## src/rtl/ccsr_pkg.sv

```systemverilog
// Package: offsets, reset values, flag positions and operation codes of the core registers
package ccsr_pkg;
  localparam logic [7:0] SP_ADDR  = 8'h81;
  localparam logic [7:0] DPL_ADDR = 8'h82;
  localparam logic [7:0] DPH_ADDR = 8'h83;
  localparam logic [7:0] PSW_ADDR = 8'hD0;
  localparam logic [7:0] ACC_ADDR = 8'hE0;
  localparam logic [7:0] B_ADDR   = 8'hF0;

  localparam logic [7:0] SP_RST  = 8'h07;
  localparam logic [7:0] DPL_RST = 8'h00;
  localparam logic [7:0] DPH_RST = 8'h00;
  localparam logic [7:0] PSW_RST = 8'h00;
  localparam logic [7:0] ACC_RST = 8'h00;
  localparam logic [7:0] B_RST   = 8'h00;

  localparam int NREG    = 6;
  localparam int IDX_SP  = 0;
  localparam int IDX_DPL = 1;
  localparam int IDX_DPH = 2;
  localparam int IDX_PSW = 3;
  localparam int IDX_ACC = 4;
  localparam int IDX_B   = 5;
  localparam logic [5:0] BITABLE_MASK = 6'h38;

  localparam int CY_POS  = 7;
  localparam int AC_POS  = 6;
  localparam int F0_POS  = 5;
  localparam int RS1_POS = 4;
  localparam int RS0_POS = 3;
  localparam int OV_POS  = 2;
  localparam int PAR_POS = 0;

  localparam logic [7:0] BIT_BYTE_MASK = 8'hF8;
  localparam logic [3:0] DA_NIB_LIMIT  = 4'h9;
  localparam logic [8:0] DA_LO_ADJ     = 9'h006;
  localparam logic [8:0] DA_HI_ADJ     = 9'h060;

  typedef enum logic [4:0] {
    CCSR_OP_ADD, CCSR_OP_ADDC, CCSR_OP_SUBB, CCSR_OP_MUL, CCSR_OP_DIV, CCSR_OP_DA,
    CCSR_OP_CJNE, CCSR_OP_CLR_C, CCSR_OP_SET_C, CCSR_OP_CPL_C, CCSR_OP_AND_C,
    CCSR_OP_AND_NC, CCSR_OP_OR_C, CCSR_OP_OR_NC, CCSR_OP_MOVE_C, CCSR_OP_RRC, CCSR_OP_RLC
  } ccsr_op_type;
endpackage : ccsr_pkg

```

## src/rtl/ccsr_alu_if.sv

```systemverilog
// Interface: operands and flag results between the register file and its flag unit
`timescale 1ns/100ps
interface ccsr_alu_if;
  ccsr_pkg::ccsr_op_type op;
  logic [7:0]            acc;
  logic [7:0]            b;
  logic [7:0]            arg1;
  logic [7:0]            arg2;
  logic                  cy_in;
  logic                  ac_in;
  logic [7:0]            res_acc;
  logic [7:0]            res_b;
  logic                  wr_acc;
  logic                  wr_b;
  logic                  cy;
  logic                  ac;
  logic                  ov;
  logic                  upd_cy;
  logic                  upd_ac;
  logic                  upd_ov;
  modport core (output op, acc, b, arg1, arg2, cy_in, ac_in,
                input res_acc, res_b, wr_acc, wr_b, cy, ac, ov, upd_cy, upd_ac, upd_ov);
  modport alu  (input op, acc, b, arg1, arg2, cy_in, ac_in,
                output res_acc, res_b, wr_acc, wr_b, cy, ac, ov, upd_cy, upd_ac, upd_ov);
endinterface : ccsr_alu_if

```

## src/rtl/ccsr_alu.sv

```systemverilog
// Flag unit: arithmetic results and carry, half-carry and overflow updates
`timescale 1ns/100ps
module ccsr_alu (
  ccsr_alu_if.alu a
);
  wire       use_cin = (a.op == ccsr_pkg::CCSR_OP_ADDC) || (a.op == ccsr_pkg::CCSR_OP_SUBB);
  wire       cin     = use_cin & a.cy_in;
  wire [8:0] add9    = {1'b0, a.acc} + {1'b0, a.arg2} + {8'h00, cin};
  wire [4:0] add5    = {1'b0, a.acc[3:0]} + {1'b0, a.arg2[3:0]} + {4'h0, cin};
  wire [7:0] add8    = {1'b0, a.acc[6:0]} + {1'b0, a.arg2[6:0]} + {7'h00, cin};
  wire [8:0] sub9    = {1'b0, a.acc} - {1'b0, a.arg2} - {8'h00, cin};
  wire [4:0] sub5    = {1'b0, a.acc[3:0]} - {1'b0, a.arg2[3:0]} - {4'h0, cin};
  wire [7:0] sub8    = {1'b0, a.acc[6:0]} - {1'b0, a.arg2[6:0]} - {7'h00, cin};
  wire [15:0] prod   = a.acc * a.b;
  wire       div_zero = (a.b == 8'h00);
  wire [7:0] quot    = div_zero ? 8'h00 : a.acc / a.b;
  wire [7:0] rmdr    = div_zero ? 8'h00 : a.acc % a.b;
  // Decimal adjust, low nibble then high nibble
  wire       lo_fix  = (a.acc[3:0] > ccsr_pkg::DA_NIB_LIMIT) | a.ac_in;
  wire [8:0] da1     = {1'b0, a.acc} + (lo_fix ? ccsr_pkg::DA_LO_ADJ : 9'h000);
  wire       hi_fix  = da1[8] | a.cy_in | (da1[7:4] > ccsr_pkg::DA_NIB_LIMIT);
  wire [8:0] da2     = {1'b0, da1[7:0]} + (hi_fix ? ccsr_pkg::DA_HI_ADJ : 9'h000);
  wire       bitv    = a.arg2[0];

  always_comb begin
    a.res_acc = a.acc;
    a.res_b   = a.b;
    a.wr_acc  = 1'b0;
    a.wr_b    = 1'b0;
    a.cy      = a.cy_in;
    a.ac      = a.ac_in;
    a.ov      = 1'b0;
    a.upd_cy  = 1'b1;
    a.upd_ac  = 1'b0;
    a.upd_ov  = 1'b0;
    unique case (a.op)
      ccsr_pkg::CCSR_OP_ADD, ccsr_pkg::CCSR_OP_ADDC: begin
        a.res_acc = add9[7:0];
        a.wr_acc  = 1'b1;
        a.cy      = add9[8];
        a.ac      = add5[4];
        a.ov      = add9[8] ^ add8[7];
        a.upd_ac  = 1'b1;
        a.upd_ov  = 1'b1;
      end
      ccsr_pkg::CCSR_OP_SUBB: begin
        a.res_acc = sub9[7:0];
        a.wr_acc  = 1'b1;
        a.cy      = sub9[8];
        a.ac      = sub5[4];
        a.ov      = sub9[8] ^ sub8[7];
        a.upd_ac  = 1'b1;
        a.upd_ov  = 1'b1;
      end
      ccsr_pkg::CCSR_OP_MUL: begin
        a.res_acc = prod[7:0];
        a.res_b   = prod[15:8];
        a.wr_acc  = 1'b1;
        a.wr_b    = 1'b1;
        a.cy      = 1'b0;
        a.ov      = |prod[15:8];
        a.upd_ov  = 1'b1;
      end
      ccsr_pkg::CCSR_OP_DIV: begin
        a.res_acc = quot;
        a.res_b   = rmdr;
        a.wr_acc  = ~div_zero;
        a.wr_b    = ~div_zero;
        a.cy      = 1'b0;
        a.ov      = div_zero;
        a.upd_ov  = 1'b1;
      end
      ccsr_pkg::CCSR_OP_DA: begin
        a.res_acc = da2[7:0];
        a.wr_acc  = 1'b1;
        a.cy      = a.cy_in | da1[8] | da2[8];
      end
      ccsr_pkg::CCSR_OP_CJNE:   a.cy = (a.arg1 < a.arg2);
      ccsr_pkg::CCSR_OP_CLR_C:  a.cy = 1'b0;
      ccsr_pkg::CCSR_OP_SET_C:  a.cy = 1'b1;
      ccsr_pkg::CCSR_OP_CPL_C:  a.cy = ~a.cy_in;
      ccsr_pkg::CCSR_OP_AND_C:  a.cy = a.cy_in & bitv;
      ccsr_pkg::CCSR_OP_AND_NC: a.cy = a.cy_in & ~bitv;
      ccsr_pkg::CCSR_OP_OR_C:   a.cy = a.cy_in | bitv;
      ccsr_pkg::CCSR_OP_OR_NC:  a.cy = a.cy_in | ~bitv;
      ccsr_pkg::CCSR_OP_MOVE_C: a.cy = bitv;
      ccsr_pkg::CCSR_OP_RRC: begin
        a.res_acc = {a.cy_in, a.acc[7:1]};
        a.wr_acc  = 1'b1;
        a.cy      = a.acc[0];
      end
      ccsr_pkg::CCSR_OP_RLC: begin
        a.res_acc = {a.acc[6:0], a.cy_in};
        a.wr_acc  = 1'b1;
        a.cy      = a.acc[7];
      end
      default: a.upd_cy = 1'b0;
    endcase
  end
endmodule : ccsr_alu

```

## src/rtl/ccsr_core_regs.sv

```systemverilog
// Core working registers: working byte, helper byte, stack pointer, data pointer, status word
//
// How it works
// - Stack pointer resets to 07H; first push lands at 08H.
// - Push increments the stack pointer, then writes at the new address.
// - Low and high pointer bytes form one 16-bit pointer, low in 7:0.
// - Add and subtract set carry on carry out or borrow into bit 7.
// - Multiply and divide always clear carry.
// - Compare-and-jump sets carry when first operand is below the second.
// - Decimal adjust sets carry when the packed sum exceeded 99.
// - Half-carry follows carry out of or borrow into bit 3.
// - Status bit 5 is a user flag only software changes.
// - Bank bits 4:3 place R0-R7 at 00H, 08H, 10H or 18H.
// - Helper byte is second operand and result of multiply and divide.
// - Working, helper and status bytes accept single-bit reads and writes.
// - Protected registers accept software writes only while unlocked; push, pop, pointer increment and instruction results bypass the lock.
// - Add overflow is set when exactly one of bits 6, 7 carries out.
// - Status bit 0 always shows odd parity of the working byte.
//
// The plain strobed port is this design's own decision.
`timescale 1ns/100ps
module ccsr_core_regs #(
  parameter logic [5:0] PROT_MASK = 6'h00
) (
  input  wire logic                  mclk,
  input  wire logic                  rstn,
  input  wire logic [7:0]            reg_addr,
  input  wire logic [7:0]            reg_wdata,
  input  wire logic                  reg_wr,
  input  wire logic                  reg_rd,
  output logic [7:0]                 reg_rdata,
  input  wire logic [7:0]            bit_addr,
  input  wire logic                  bit_wr,
  input  wire logic                  bit_wval,
  input  wire logic                  bit_rd,
  output logic                       bit_rdata,
  input  wire logic                  timed_access_guard,
  input  wire logic                  op_valid,
  input  wire ccsr_pkg::ccsr_op_type op_code,
  input  wire logic [7:0]            op_arg1,
  input  wire logic [7:0]            op_arg2,
  input  wire logic                  push_valid,
  input  wire logic [7:0]            push_data,
  input  wire logic                  pop_valid,
  input  wire logic                  data_pointer_word_inc,
  input  wire logic [2:0]            rn_sel,
  output logic [7:0]                 rn_addr,
  output logic                       stk_we,
  output logic                       stk_re,
  output logic [7:0]                 stk_addr,
  output logic [7:0]                 stk_wdata,
  output logic [15:0]                data_pointer_word,
  output logic [7:0]                 main_working_reg,
  output logic [7:0]                 aux_operand_reg,
  output logic [7:0]                 status_word
);

  // One-hot register select from a byte address
  function automatic logic [5:0] sel_of(input logic [7:0] a);
    sel_of = '0;
    sel_of[ccsr_pkg::IDX_SP]  = (a == ccsr_pkg::SP_ADDR);
    sel_of[ccsr_pkg::IDX_DPL] = (a == ccsr_pkg::DPL_ADDR);
    sel_of[ccsr_pkg::IDX_DPH] = (a == ccsr_pkg::DPH_ADDR);
    sel_of[ccsr_pkg::IDX_PSW] = (a == ccsr_pkg::PSW_ADDR);
    sel_of[ccsr_pkg::IDX_ACC] = (a == ccsr_pkg::ACC_ADDR);
    sel_of[ccsr_pkg::IDX_B]   = (a == ccsr_pkg::B_ADDR);
  endfunction : sel_of

  // Selected byte, zero when nothing is selected
  function automatic logic [7:0] mux_of(input logic [5:0] sel,
                                        input logic [ccsr_pkg::NREG-1:0][7:0] v);
    mux_of = 8'h00;
    for (int i = 0; i < ccsr_pkg::NREG; i++) begin
      mux_of = mux_of | (v[i] & {8{sel[i]}});
    end
  endfunction : mux_of

  logic [7:0] sp_q;
  logic [7:0] sp_d;
  logic [7:0] dpl_q;
  logic [7:0] dpl_d;
  logic [7:0] dph_q;
  logic [7:0] dph_d;
  logic [7:1] psw_q;
  logic [7:1] psw_d;
  logic [7:0] acc_q;
  logic [7:0] acc_d;
  logic [7:0] b_q;
  logic [7:0] b_d;
  logic       stk_we_q;
  logic       stk_re_q;
  logic [7:0] stk_addr_q;
  logic [7:0] stk_wdata_q;
  logic [7:0] rdata_q;
  logic       bit_rdata_q;

  ccsr_alu_if alu_bus ();

  ccsr_alu u_alu (
    .a (alu_bus.alu)
  );

  // Live view of every register, parity computed from the working byte
  wire                                parity = ^acc_q;
  wire [7:0]                          psw_view = {psw_q, parity};
  logic [ccsr_pkg::NREG-1:0][7:0]     cur;
  logic [ccsr_pkg::NREG-1:0][7:0]     sw_val;

  assign cur[ccsr_pkg::IDX_SP]  = sp_q;
  assign cur[ccsr_pkg::IDX_DPL] = dpl_q;
  assign cur[ccsr_pkg::IDX_DPH] = dph_q;
  assign cur[ccsr_pkg::IDX_PSW] = psw_view;
  assign cur[ccsr_pkg::IDX_ACC] = acc_q;
  assign cur[ccsr_pkg::IDX_B]   = b_q;

  // Software write decode
  wire [7:0] bit_byte = bit_addr & ccsr_pkg::BIT_BYTE_MASK;
  wire [2:0] bit_idx  = bit_addr[2:0];
  wire [5:0] bit_map  = sel_of(bit_byte) & ccsr_pkg::BITABLE_MASK;
  wire [5:0] wr_ok    = timed_access_guard ? 6'h3F : ~PROT_MASK;
  wire [5:0] byte_we  = (reg_wr ? sel_of(reg_addr) : 6'h00) & wr_ok;
  wire [5:0] bit_we   = (bit_wr ? bit_map : 6'h00) & wr_ok;
  wire [7:0] bit_one  = 8'h01 << bit_idx;

  // Byte write replaces, bit write patches one position
  for (genvar i = 0; i < ccsr_pkg::NREG; i++) begin : g_sw
    assign sw_val[i] = byte_we[i] ? reg_wdata :
                       bit_we[i]  ? ((cur[i] & ~bit_one) | (bit_wval ? bit_one : 8'h00)) :
                                    cur[i];
  end

  // Flag unit operands
  assign alu_bus.op    = op_code;
  assign alu_bus.acc   = acc_q;
  assign alu_bus.b     = b_q;
  assign alu_bus.arg1  = op_arg1;
  assign alu_bus.arg2  = op_arg2;
  assign alu_bus.cy_in = psw_q[ccsr_pkg::CY_POS];
  assign alu_bus.ac_in = psw_q[ccsr_pkg::AC_POS];

  wire       do_acc = op_valid & alu_bus.wr_acc;
  wire       do_b   = op_valid & alu_bus.wr_b;
  wire       do_cy  = op_valid & alu_bus.upd_cy;
  wire       do_ac  = op_valid & alu_bus.upd_ac;
  wire       do_ov  = op_valid & alu_bus.upd_ov;
  wire [7:0] sw_psw = sw_val[ccsr_pkg::IDX_PSW];

  assign acc_d = do_acc ? alu_bus.res_acc : sw_val[ccsr_pkg::IDX_ACC];
  assign b_d   = do_b ? alu_bus.res_b : sw_val[ccsr_pkg::IDX_B];

  // Stored flags: software value, then instruction results on the flags they own
  assign psw_d[ccsr_pkg::CY_POS]  = do_cy ? alu_bus.cy : sw_psw[ccsr_pkg::CY_POS];
  assign psw_d[ccsr_pkg::AC_POS]  = do_ac ? alu_bus.ac : sw_psw[ccsr_pkg::AC_POS];
  assign psw_d[ccsr_pkg::F0_POS]  = sw_psw[ccsr_pkg::F0_POS];
  assign psw_d[ccsr_pkg::RS1_POS] = sw_psw[ccsr_pkg::RS1_POS];
  assign psw_d[ccsr_pkg::RS0_POS] = sw_psw[ccsr_pkg::RS0_POS];
  assign psw_d[ccsr_pkg::OV_POS]  = do_ov ? alu_bus.ov : sw_psw[ccsr_pkg::OV_POS];
  assign psw_d[1]                 = sw_psw[1];

  // Stack pointer: push increments first, pop reads then decrements
  wire [7:0] sp_inc = sp_q + 8'h01;
  wire [7:0] sp_dec = sp_q - 8'h01;
  wire       do_pop = pop_valid & ~push_valid;

  assign sp_d = push_valid ? sp_inc :
                do_pop     ? sp_dec :
                             sw_val[ccsr_pkg::IDX_SP];

  // Data pointer increment carries from low byte into high byte
  wire [15:0] data_pointer_word_cur = {dph_q, dpl_q};
  wire [15:0] data_pointer_word_nxt = data_pointer_word_cur + 16'h0001;

  assign dpl_d = data_pointer_word_inc ? data_pointer_word_nxt[7:0] : sw_val[ccsr_pkg::IDX_DPL];
  assign dph_d = data_pointer_word_inc ? data_pointer_word_nxt[15:8] : sw_val[ccsr_pkg::IDX_DPH];

  // Read decode
  wire [7:0] rd_val  = mux_of(sel_of(reg_addr), cur);
  wire [7:0] bit_src = mux_of(bit_map, cur);
  wire       bit_val = bit_src[bit_idx];

  always_ff @(posedge mclk or negedge rstn) begin
    if (!rstn) begin
      sp_q <= ccsr_pkg::SP_RST;
    end else begin
      sp_q <= sp_d;
    end
  end

  always_ff @(posedge mclk or negedge rstn) begin
    if (!rstn) begin
      dpl_q <= ccsr_pkg::DPL_RST;
      dph_q <= ccsr_pkg::DPH_RST;
    end else begin
      dpl_q <= dpl_d;
      dph_q <= dph_d;
    end
  end

  always_ff @(posedge mclk or negedge rstn) begin
    if (!rstn) begin
      psw_q <= ccsr_pkg::PSW_RST[7:1];
      acc_q <= ccsr_pkg::ACC_RST;
      b_q   <= ccsr_pkg::B_RST;
    end else begin
      psw_q <= psw_d;
      acc_q <= acc_d;
      b_q   <= b_d;
    end
  end

  // Scratch-pad access issued with the incremented pointer on push, the current pointer on pop
  always_ff @(posedge mclk or negedge rstn) begin
    if (!rstn) begin
      stk_we_q    <= 1'b0;
      stk_re_q    <= 1'b0;
      stk_addr_q  <= 8'h00;
      stk_wdata_q <= 8'h00;
    end else begin
      stk_we_q    <= push_valid;
      stk_re_q    <= do_pop;
      stk_addr_q  <= push_valid ? sp_inc : sp_q;
      stk_wdata_q <= push_data;
    end
  end

  always_ff @(posedge mclk or negedge rstn) begin
    if (!rstn) begin
      rdata_q     <= 8'h00;
      bit_rdata_q <= 1'b0;
    end else begin
      rdata_q     <= reg_rd ? rd_val : 8'h00;
      bit_rdata_q <= bit_rd & bit_val;
    end
  end

  // Working register of the current bank
  assign rn_addr = {3'b000, psw_q[ccsr_pkg::RS1_POS], psw_q[ccsr_pkg::RS0_POS], rn_sel};

  assign reg_rdata         = rdata_q;
  assign bit_rdata         = bit_rdata_q;
  assign stk_we            = stk_we_q;
  assign stk_re            = stk_re_q;
  assign stk_addr          = stk_addr_q;
  assign stk_wdata         = stk_wdata_q;
  assign data_pointer_word = data_pointer_word_cur;
  assign main_working_reg  = acc_q;
  assign aux_operand_reg   = b_q;
  assign status_word       = psw_view;

endmodule : ccsr_core_regs

```

## config.mk

```make
export PLATFORM = sky130hd
export DESIGN_NAME = ccsr_core_regs
export DESIGN_NICKNAME = d
export VERILOG_FILES = /design/src/rtl/ccsr_pkg.sv /design/src/rtl/ccsr_alu_if.sv /design/src/rtl/ccsr_alu.sv /design/src/rtl/ccsr_core_regs.sv
export SDC_FILE = /design/constraint.sdc
export NUM_CORES = 1
export LEC_CHECK = 0
export ABC_AREA = 1
export BUFFER_PORTS_ARGS = -buffer_cell sky130_fd_sc_hd__buf_2
export CAP_MARGIN = 15
export CORE_UTILIZATION = 54
export DETAILED_ROUTE_END_ITERATION = 12
export PLACE_DENSITY = 0.75
export SYNTH_ARGS = -nofsm -noshare
export SYNTH_HDL_FRONTEND = slang
export SYNTH_HIERARCHICAL = 1
export SYNTH_SLANG_ARGS = --single-unit
```

## constraint.sdc

```tcl
create_clock -name mclk -period 12.8 [get_ports mclk]
set_input_delay 1.28 -clock mclk [delete_from_list [all_inputs] [get_ports mclk]]
set_output_delay 1.28 -clock mclk [all_outputs]
set_load 0.05 [all_outputs]
```

; Yosys cells after proc, flatten, opt, wreduce, memory -nomap -nowiden
; Index checks and enable logic that the tools add are counted.
[totals]
reg_bits = 74
output_inout_bits = 75
wordCells = 186
[classes]
n_addsub = 17
multipliers = 1
div = 2
magnitude_cmp = 4
n_eq_ne = 29
n_shift = 1
muxes = 42
bitwise_logic = 51
n_reduce_logical = 24
[op_table]
columns = operator, count
row1 = two-way mux 8 bit, 23
row2 = bitwise AND 8 bit, 15
row3 = bitwise OR 8 bit, 13
row4 = one-hot mux 8 bit (7 select lines), 1
row5 = "== test 8 bit, second input constant", 6
row6 = "== test 5 x 4 -> 1 bit, second input constant", 8
row7 = nonzero test 3 bit, 7
row8 = "== test 5 x 3 -> 1 bit, second input constant", 4
row9 = "== test 5 bit, second input constant", 4
row10 = adder 8 x 9 -> 9 bit, 2
row11 = OR reduction 17 bit, 1
row12 = "adder 16 x 1 -> 16 bit, second input constant", 1
row13 = multiplier 8 x 8 -> 16 bit, 1
row14 = one-hot mux 8 bit (2 select lines), 1
row15 = "!= test 15 x 2 -> 1 bit, second input constant", 1
row16 = one-hot mux 1 bit (14 select lines), 1
row17 = two-way mux 6 bit, 2
row18 = bitwise AND 1 bit, 10
row19 = "== test 5 x 2 -> 1 bit, second input constant", 2
row20 = adder 8 x 8 -> 9 bit, 1
row21 = adder 9 x 1 -> 9 bit, 1
row22 = subtractor 8 x 8 -> 9 bit, 1
row23 = subtractor 9 x 1 -> 9 bit, 1
row24 = adder 7 x 7 -> 8 bit, 1
row25 = 40 further kinds, 63

; Longest topological paths before layout
[logic_depth]
depth_word = 11
depth_mapped = 75

; Hierarchy
; Netlist, hierarchy kept.
[modules_own_cells]
columns = mod, n_inst, cells_each, area_per_inst_um2, seq_area_each_um2
row1 = ccsr_alu, 1, 982, 6177.2, 0.0
row2 = ccsr_core_regs, 1, 767, 5109.9, 1855.5

; Least setup slack after synthesis
; No wires, ideal clock.
[synth_path]
path_kind = reg2reg
start = register (tool-made name)
end = register (tool-made name)
setup_time_ns = 0.127
arrival_ns = 9.829
required_time_ns = 12.673
setup_slack_ns = 2.844
stages_incl_launch_ff = 70
path_buffers = 1
period_less_slack_ns = 9.956
cell_sequence = dfrtp_1 > inv_1 > ha_1 > o21ai_0 > inv_1 > nand3_1 > nand2_1 > ha_1 > o21ai_0 > nand2_1 > nand2_2 > inv_1 > nand2_1 > nand2_1 > ha_1 > a21oi_1 > nand2_1 > or2_2 > (+34 left out) > o21ai_0 > inv_1 > ha_1 > a21oi_1 > o21ai_0 > nand2_1 > nand2_1 > a21oi_1 > nor2_1 > o21ai_0 > nand3b_1 > nand3_1 > nand2_1 > nand2_1 > nand2_1 > or2_2 > nand3_1 > o21ai_0

==> results.md <==
- The layout cell share with drive strength beyond 1 is 13.2%.
- The synthesized design spends more area on one cell type than any other, namely sky130_fd_sc_hd__dfrtp_1.
- In this run the worst path has a maximum fanout of 19.
- In this run the vertical extent of the chip is 147 um.
- The share of flip-flops with an asynchronous set or reset after synthesis is 100%.
- The number of max-cap violations is 0.
- Entering global routing, the biggest net connects 75 pins.
- The via count of the first global-routing pass came to ~11000.
- Setup repair after global routing left no endpoint under its margin.
- The final-layout fill cell count is around 2000.
- The first-pass GRT wire length is 60300 um.
- The path class of the tightest hold or removal check is reg -> reg.
- The worst setup path is captured at a flop.
- The post-synthesis average cell area is 6.45 um^2.
- The slew of the pin with the lowest slew margin is 1.06 ns.
- The CTS tree is built.
- The width of the die is 147 um.
- Post-CTS repair changed the size of 0 cells.
- The slowest stage of the critical path is the sky130_fd_sc_hd__dfrtp_1 cell.
- For this run, the slowest stage of the critical path takes between 0.3 and 0.4 ns.
- The synthesized-area fraction occupied by ao, oa, aoi and oai cells is 16.5%.
- The total clock buffers created by CTS is 9.
- The primary flip-flop cell chosen by synthesis mapping is sky130_fd_sc_hd__dfrtp_1.
- Global routing used 35.7% of the available tracks across all layers.
- The max-slew violation count is 0.
- The remaining design rule violation count is 0.
- The main combinational cell family by area after synthesis is simple AND/OR/NAND/NOR gates.
- The total negative slack is 0 ns.
- The post-CTS setup-driven buffer insertion count is 0.
- The violation count after the first detailed-routing iteration is 1331.
- The commonest non-fill, non-tap cell in the layout is sky130_fd_sc_hd__nand2_1.
- The run finished with clean final reports.
- For this design, the CTS-stage hold fixing added 0 buffers.
- The achievable frequency is 0.0904 GHz.
- The H-tree was split into 3 levels.
- The root buffer cell is sky130_fd_sc_hd__clkbuf_16.
- The cell area after synthesis is 11300 um^2.
- Ranked by total cell area, the synthesized netlist is headed by sky130_fd_sc_hd__dfrtp_1, sky130_fd_sc_hd__nand2_1, sky130_fd_sc_hd__ha_1.
- After synthesis the netlist holds a flip-flop and latch count of between 70 and 80.
- The most numerous cell type found on the critical path is sky130_fd_sc_hd__nand2_1.
- The area growth from synthesis to layout is 10.5%.
- The Yosys step of the flow raised 6 warnings.
- The setup path with the least slack is of type reg -> reg.
- In this run, distinct cell masters in the synthesized netlist total 53.
- The setup clock skew after layout is 0.00918 ns.
- The die covers around 21000 um^2.
- Summing the areas of all and, or, nand and nor instances in the mapped netlist gives 31.4% of the synthesized area.
- After floorplanning, the core was divided into 52 placement rows.
- In this run the tool buffered the top-level ports with ~130 buffer cells.
- The worst slew margin relative to its limit is 28.9%.
- Before antenna repair, the detailed router went through 8 iterations.
- STA puts the critical path data arrival time at 11.27 ns.
- The portion of synthesized area spent on multiplexers is 0%.
- The placer's final routability congestion estimate is 1.05.
- For this run the aggregate overflow at the end of global routing stands at 0.
- The area fraction of the dominant cell type after synthesis is approximately 16%.
- Dividing the detail-routed via count by the number of cells gives 5.69.
- The xor and xnor fraction of the mapped netlist area is 2.72%.
- The maximum clock path buffer count is 2.
- The clock transition at the registers of the reported paths is 0.07 ns.
- Counting every instance in the synthesized netlist gives roughly 1700.
- The detailed-route via count is 12200.
- Leaving out fill and tap cells, the most frequent cells in the layout are sky130_fd_sc_hd__nand2_1, sky130_fd_sc_hd__inv_1, sky130_fd_sc_hd__buf_2, sky130_fd_sc_hd__nor2_1, sky130_fd_sc_hd__o21ai_0.
- Sequential elements use 16.4% of the synthesized area.
- The detailed placement HPWL is 29200 um.
- In this run the standard cell core region covers between 20000 and 25000 um^2.
- The number of antenna violations at the first check in global routing was 0.
- The required time of the critical path is 13.01 ns.
- STA classifies the critical path startpoint as a flop.
- The worst path in the final design needs a cycle of 11.07 ns, including I/O delays and setup.
- The final count of hold timing violations was 0.
- The clock net sink count is between 70 and 80.
- The clock reaches the later pin of the worst-skew pair after 0.34 ns.
- The initial utilization of the core area, before any placement, comes to 55.4%.
- Dividing the detail-routed wire length by the instance count gives ~18 um.
- During I/O placement, the number of pins put on the boundary was roughly 140.
- The net count reported at finish is 2086.
- The number of setup violations in the final report is 0.
- After Yosys synthesis, full adders, half adders and majority gates account for 20.0% of the synthesized area.
- The count of antenna-violating nets left after detailed routing is 0.
- The synthesized design contains 0 enable-type register cells.
- The share of the clock period used by the worst path is 86.5%.
- The wire length after detailed routing is about 38000 um.
## per-stage QoR
stage / cells / hold slack, ns / utilization, % / worst slack [ns] / cell area (um^2)
after detailed placement: 2122 / 0.559 / 59.7 / 1.88 / 12200
after CTS: 2138 / 0.578 / 61.2 / 1.85 / 12500
after global routing: 2138 / 0.599 / 61.2 / 0.767 / 12500
final: 2140 / 0.585 / 61.3 / 1.73 / 12500
after floorplan: 1751 / 0.484 / - / 2.84 / 11300
after global placement: 2122 / 0.551 / 59.7 / 2.09 / 12200
## Yosys cell counts, types with 8 or more instances
cell type / n
sky130_fd_sc_hd__a21oi_1: 91
sky130_fd_sc_hd__a31oi_1: 12
sky130_fd_sc_hd__buf_2: 8
sky130_fd_sc_hd__buf_4: 12
sky130_fd_sc_hd__clkbuf_1: 23
sky130_fd_sc_hd__dfrtp_1: 71
sky130_fd_sc_hd__fa_1: 43
sky130_fd_sc_hd__ha_1: 112
sky130_fd_sc_hd__inv_1: 302
sky130_fd_sc_hd__inv_2: 13
sky130_fd_sc_hd__nand2_1: 441
sky130_fd_sc_hd__nand2_2: 9
sky130_fd_sc_hd__nand3_1: 108
sky130_fd_sc_hd__nand4_1: 23
sky130_fd_sc_hd__nor2_1: 130
sky130_fd_sc_hd__nor2_2: 9
sky130_fd_sc_hd__nor3_1: 18
sky130_fd_sc_hd__o211ai_1: 28
sky130_fd_sc_hd__o21ai_0: 116
sky130_fd_sc_hd__o22ai_1: 24
sky130_fd_sc_hd__or2_2: 18
sky130_fd_sc_hd__xnor2_1: 11
sky130_fd_sc_hd__xor2_1: 24
## path summary, 6_finish.rpt
check / slack [ns] / startpoint / cells after the start / to
min in group asynchronous: 1.07 / rstn / 1 / stk_wdata[7]
worst max register to register: 1.73 / flop / 67 / flop
worst min-delay path: 0.58 / flop / 2 / flop
worst max-delay path: 1.73 / flop / 67 / flop
worst min register to register: 0.58 / flop / 2 / flop
max in group asynchronous: 11.04 / rstn / 1 / async pin
## area by class of cell
cell class | count | area (um^2) | share of cell area [%]
sequential | 74 | 1860 | 14.9
inverter | 317 | 1190 | 9.54
antenna | 2 | 5.00 | 0.0401
clock buffer | 10 | 239 | 1.92
tap | 270 | 338 | 2.71
clock inverter | 6 | 72.6 | 0.582
multi-input combinational | 1313 | 7990 | 64.1
timing repair buffer | 148 | 783 | 6.28
## worst max-delay path: cells and delay by family, from the launching register on
family                   cells  cell delay, ns
adder cells (fa/ha/maj)      8            2.52
AND/OR/NAND/NOR             33            4.41
flip-flops                   1            0.36
buffers and inverters       10            1.15
AO/OA/AOI/OAI               16            2.44
## kinds of logic (layout without fill, tap and decap cells)
group	Yosys count	count (layout)
AO/OA/AOI/OAI	320	320
adder cells (fa/ha/maj)	155	155
flip-flops	74	74
AND/OR/NAND/NOR	800	800
buffers and inverters	364	481
other	1	5
XOR/XNOR	35	35
## metal layers
metal	routed length [um]	track usage, %	vias to the layer above
met2	16400	55.8	562
met5	0	0	-
met4	1090	10.5	0
met1	16600	49.4	5648
met3	3590	7.69	90
li1	-	-	5884
Power is left out: the tool's default activity adds up to more than one toggle a clock period on the data nets, which glitch-free logic cannot reach.
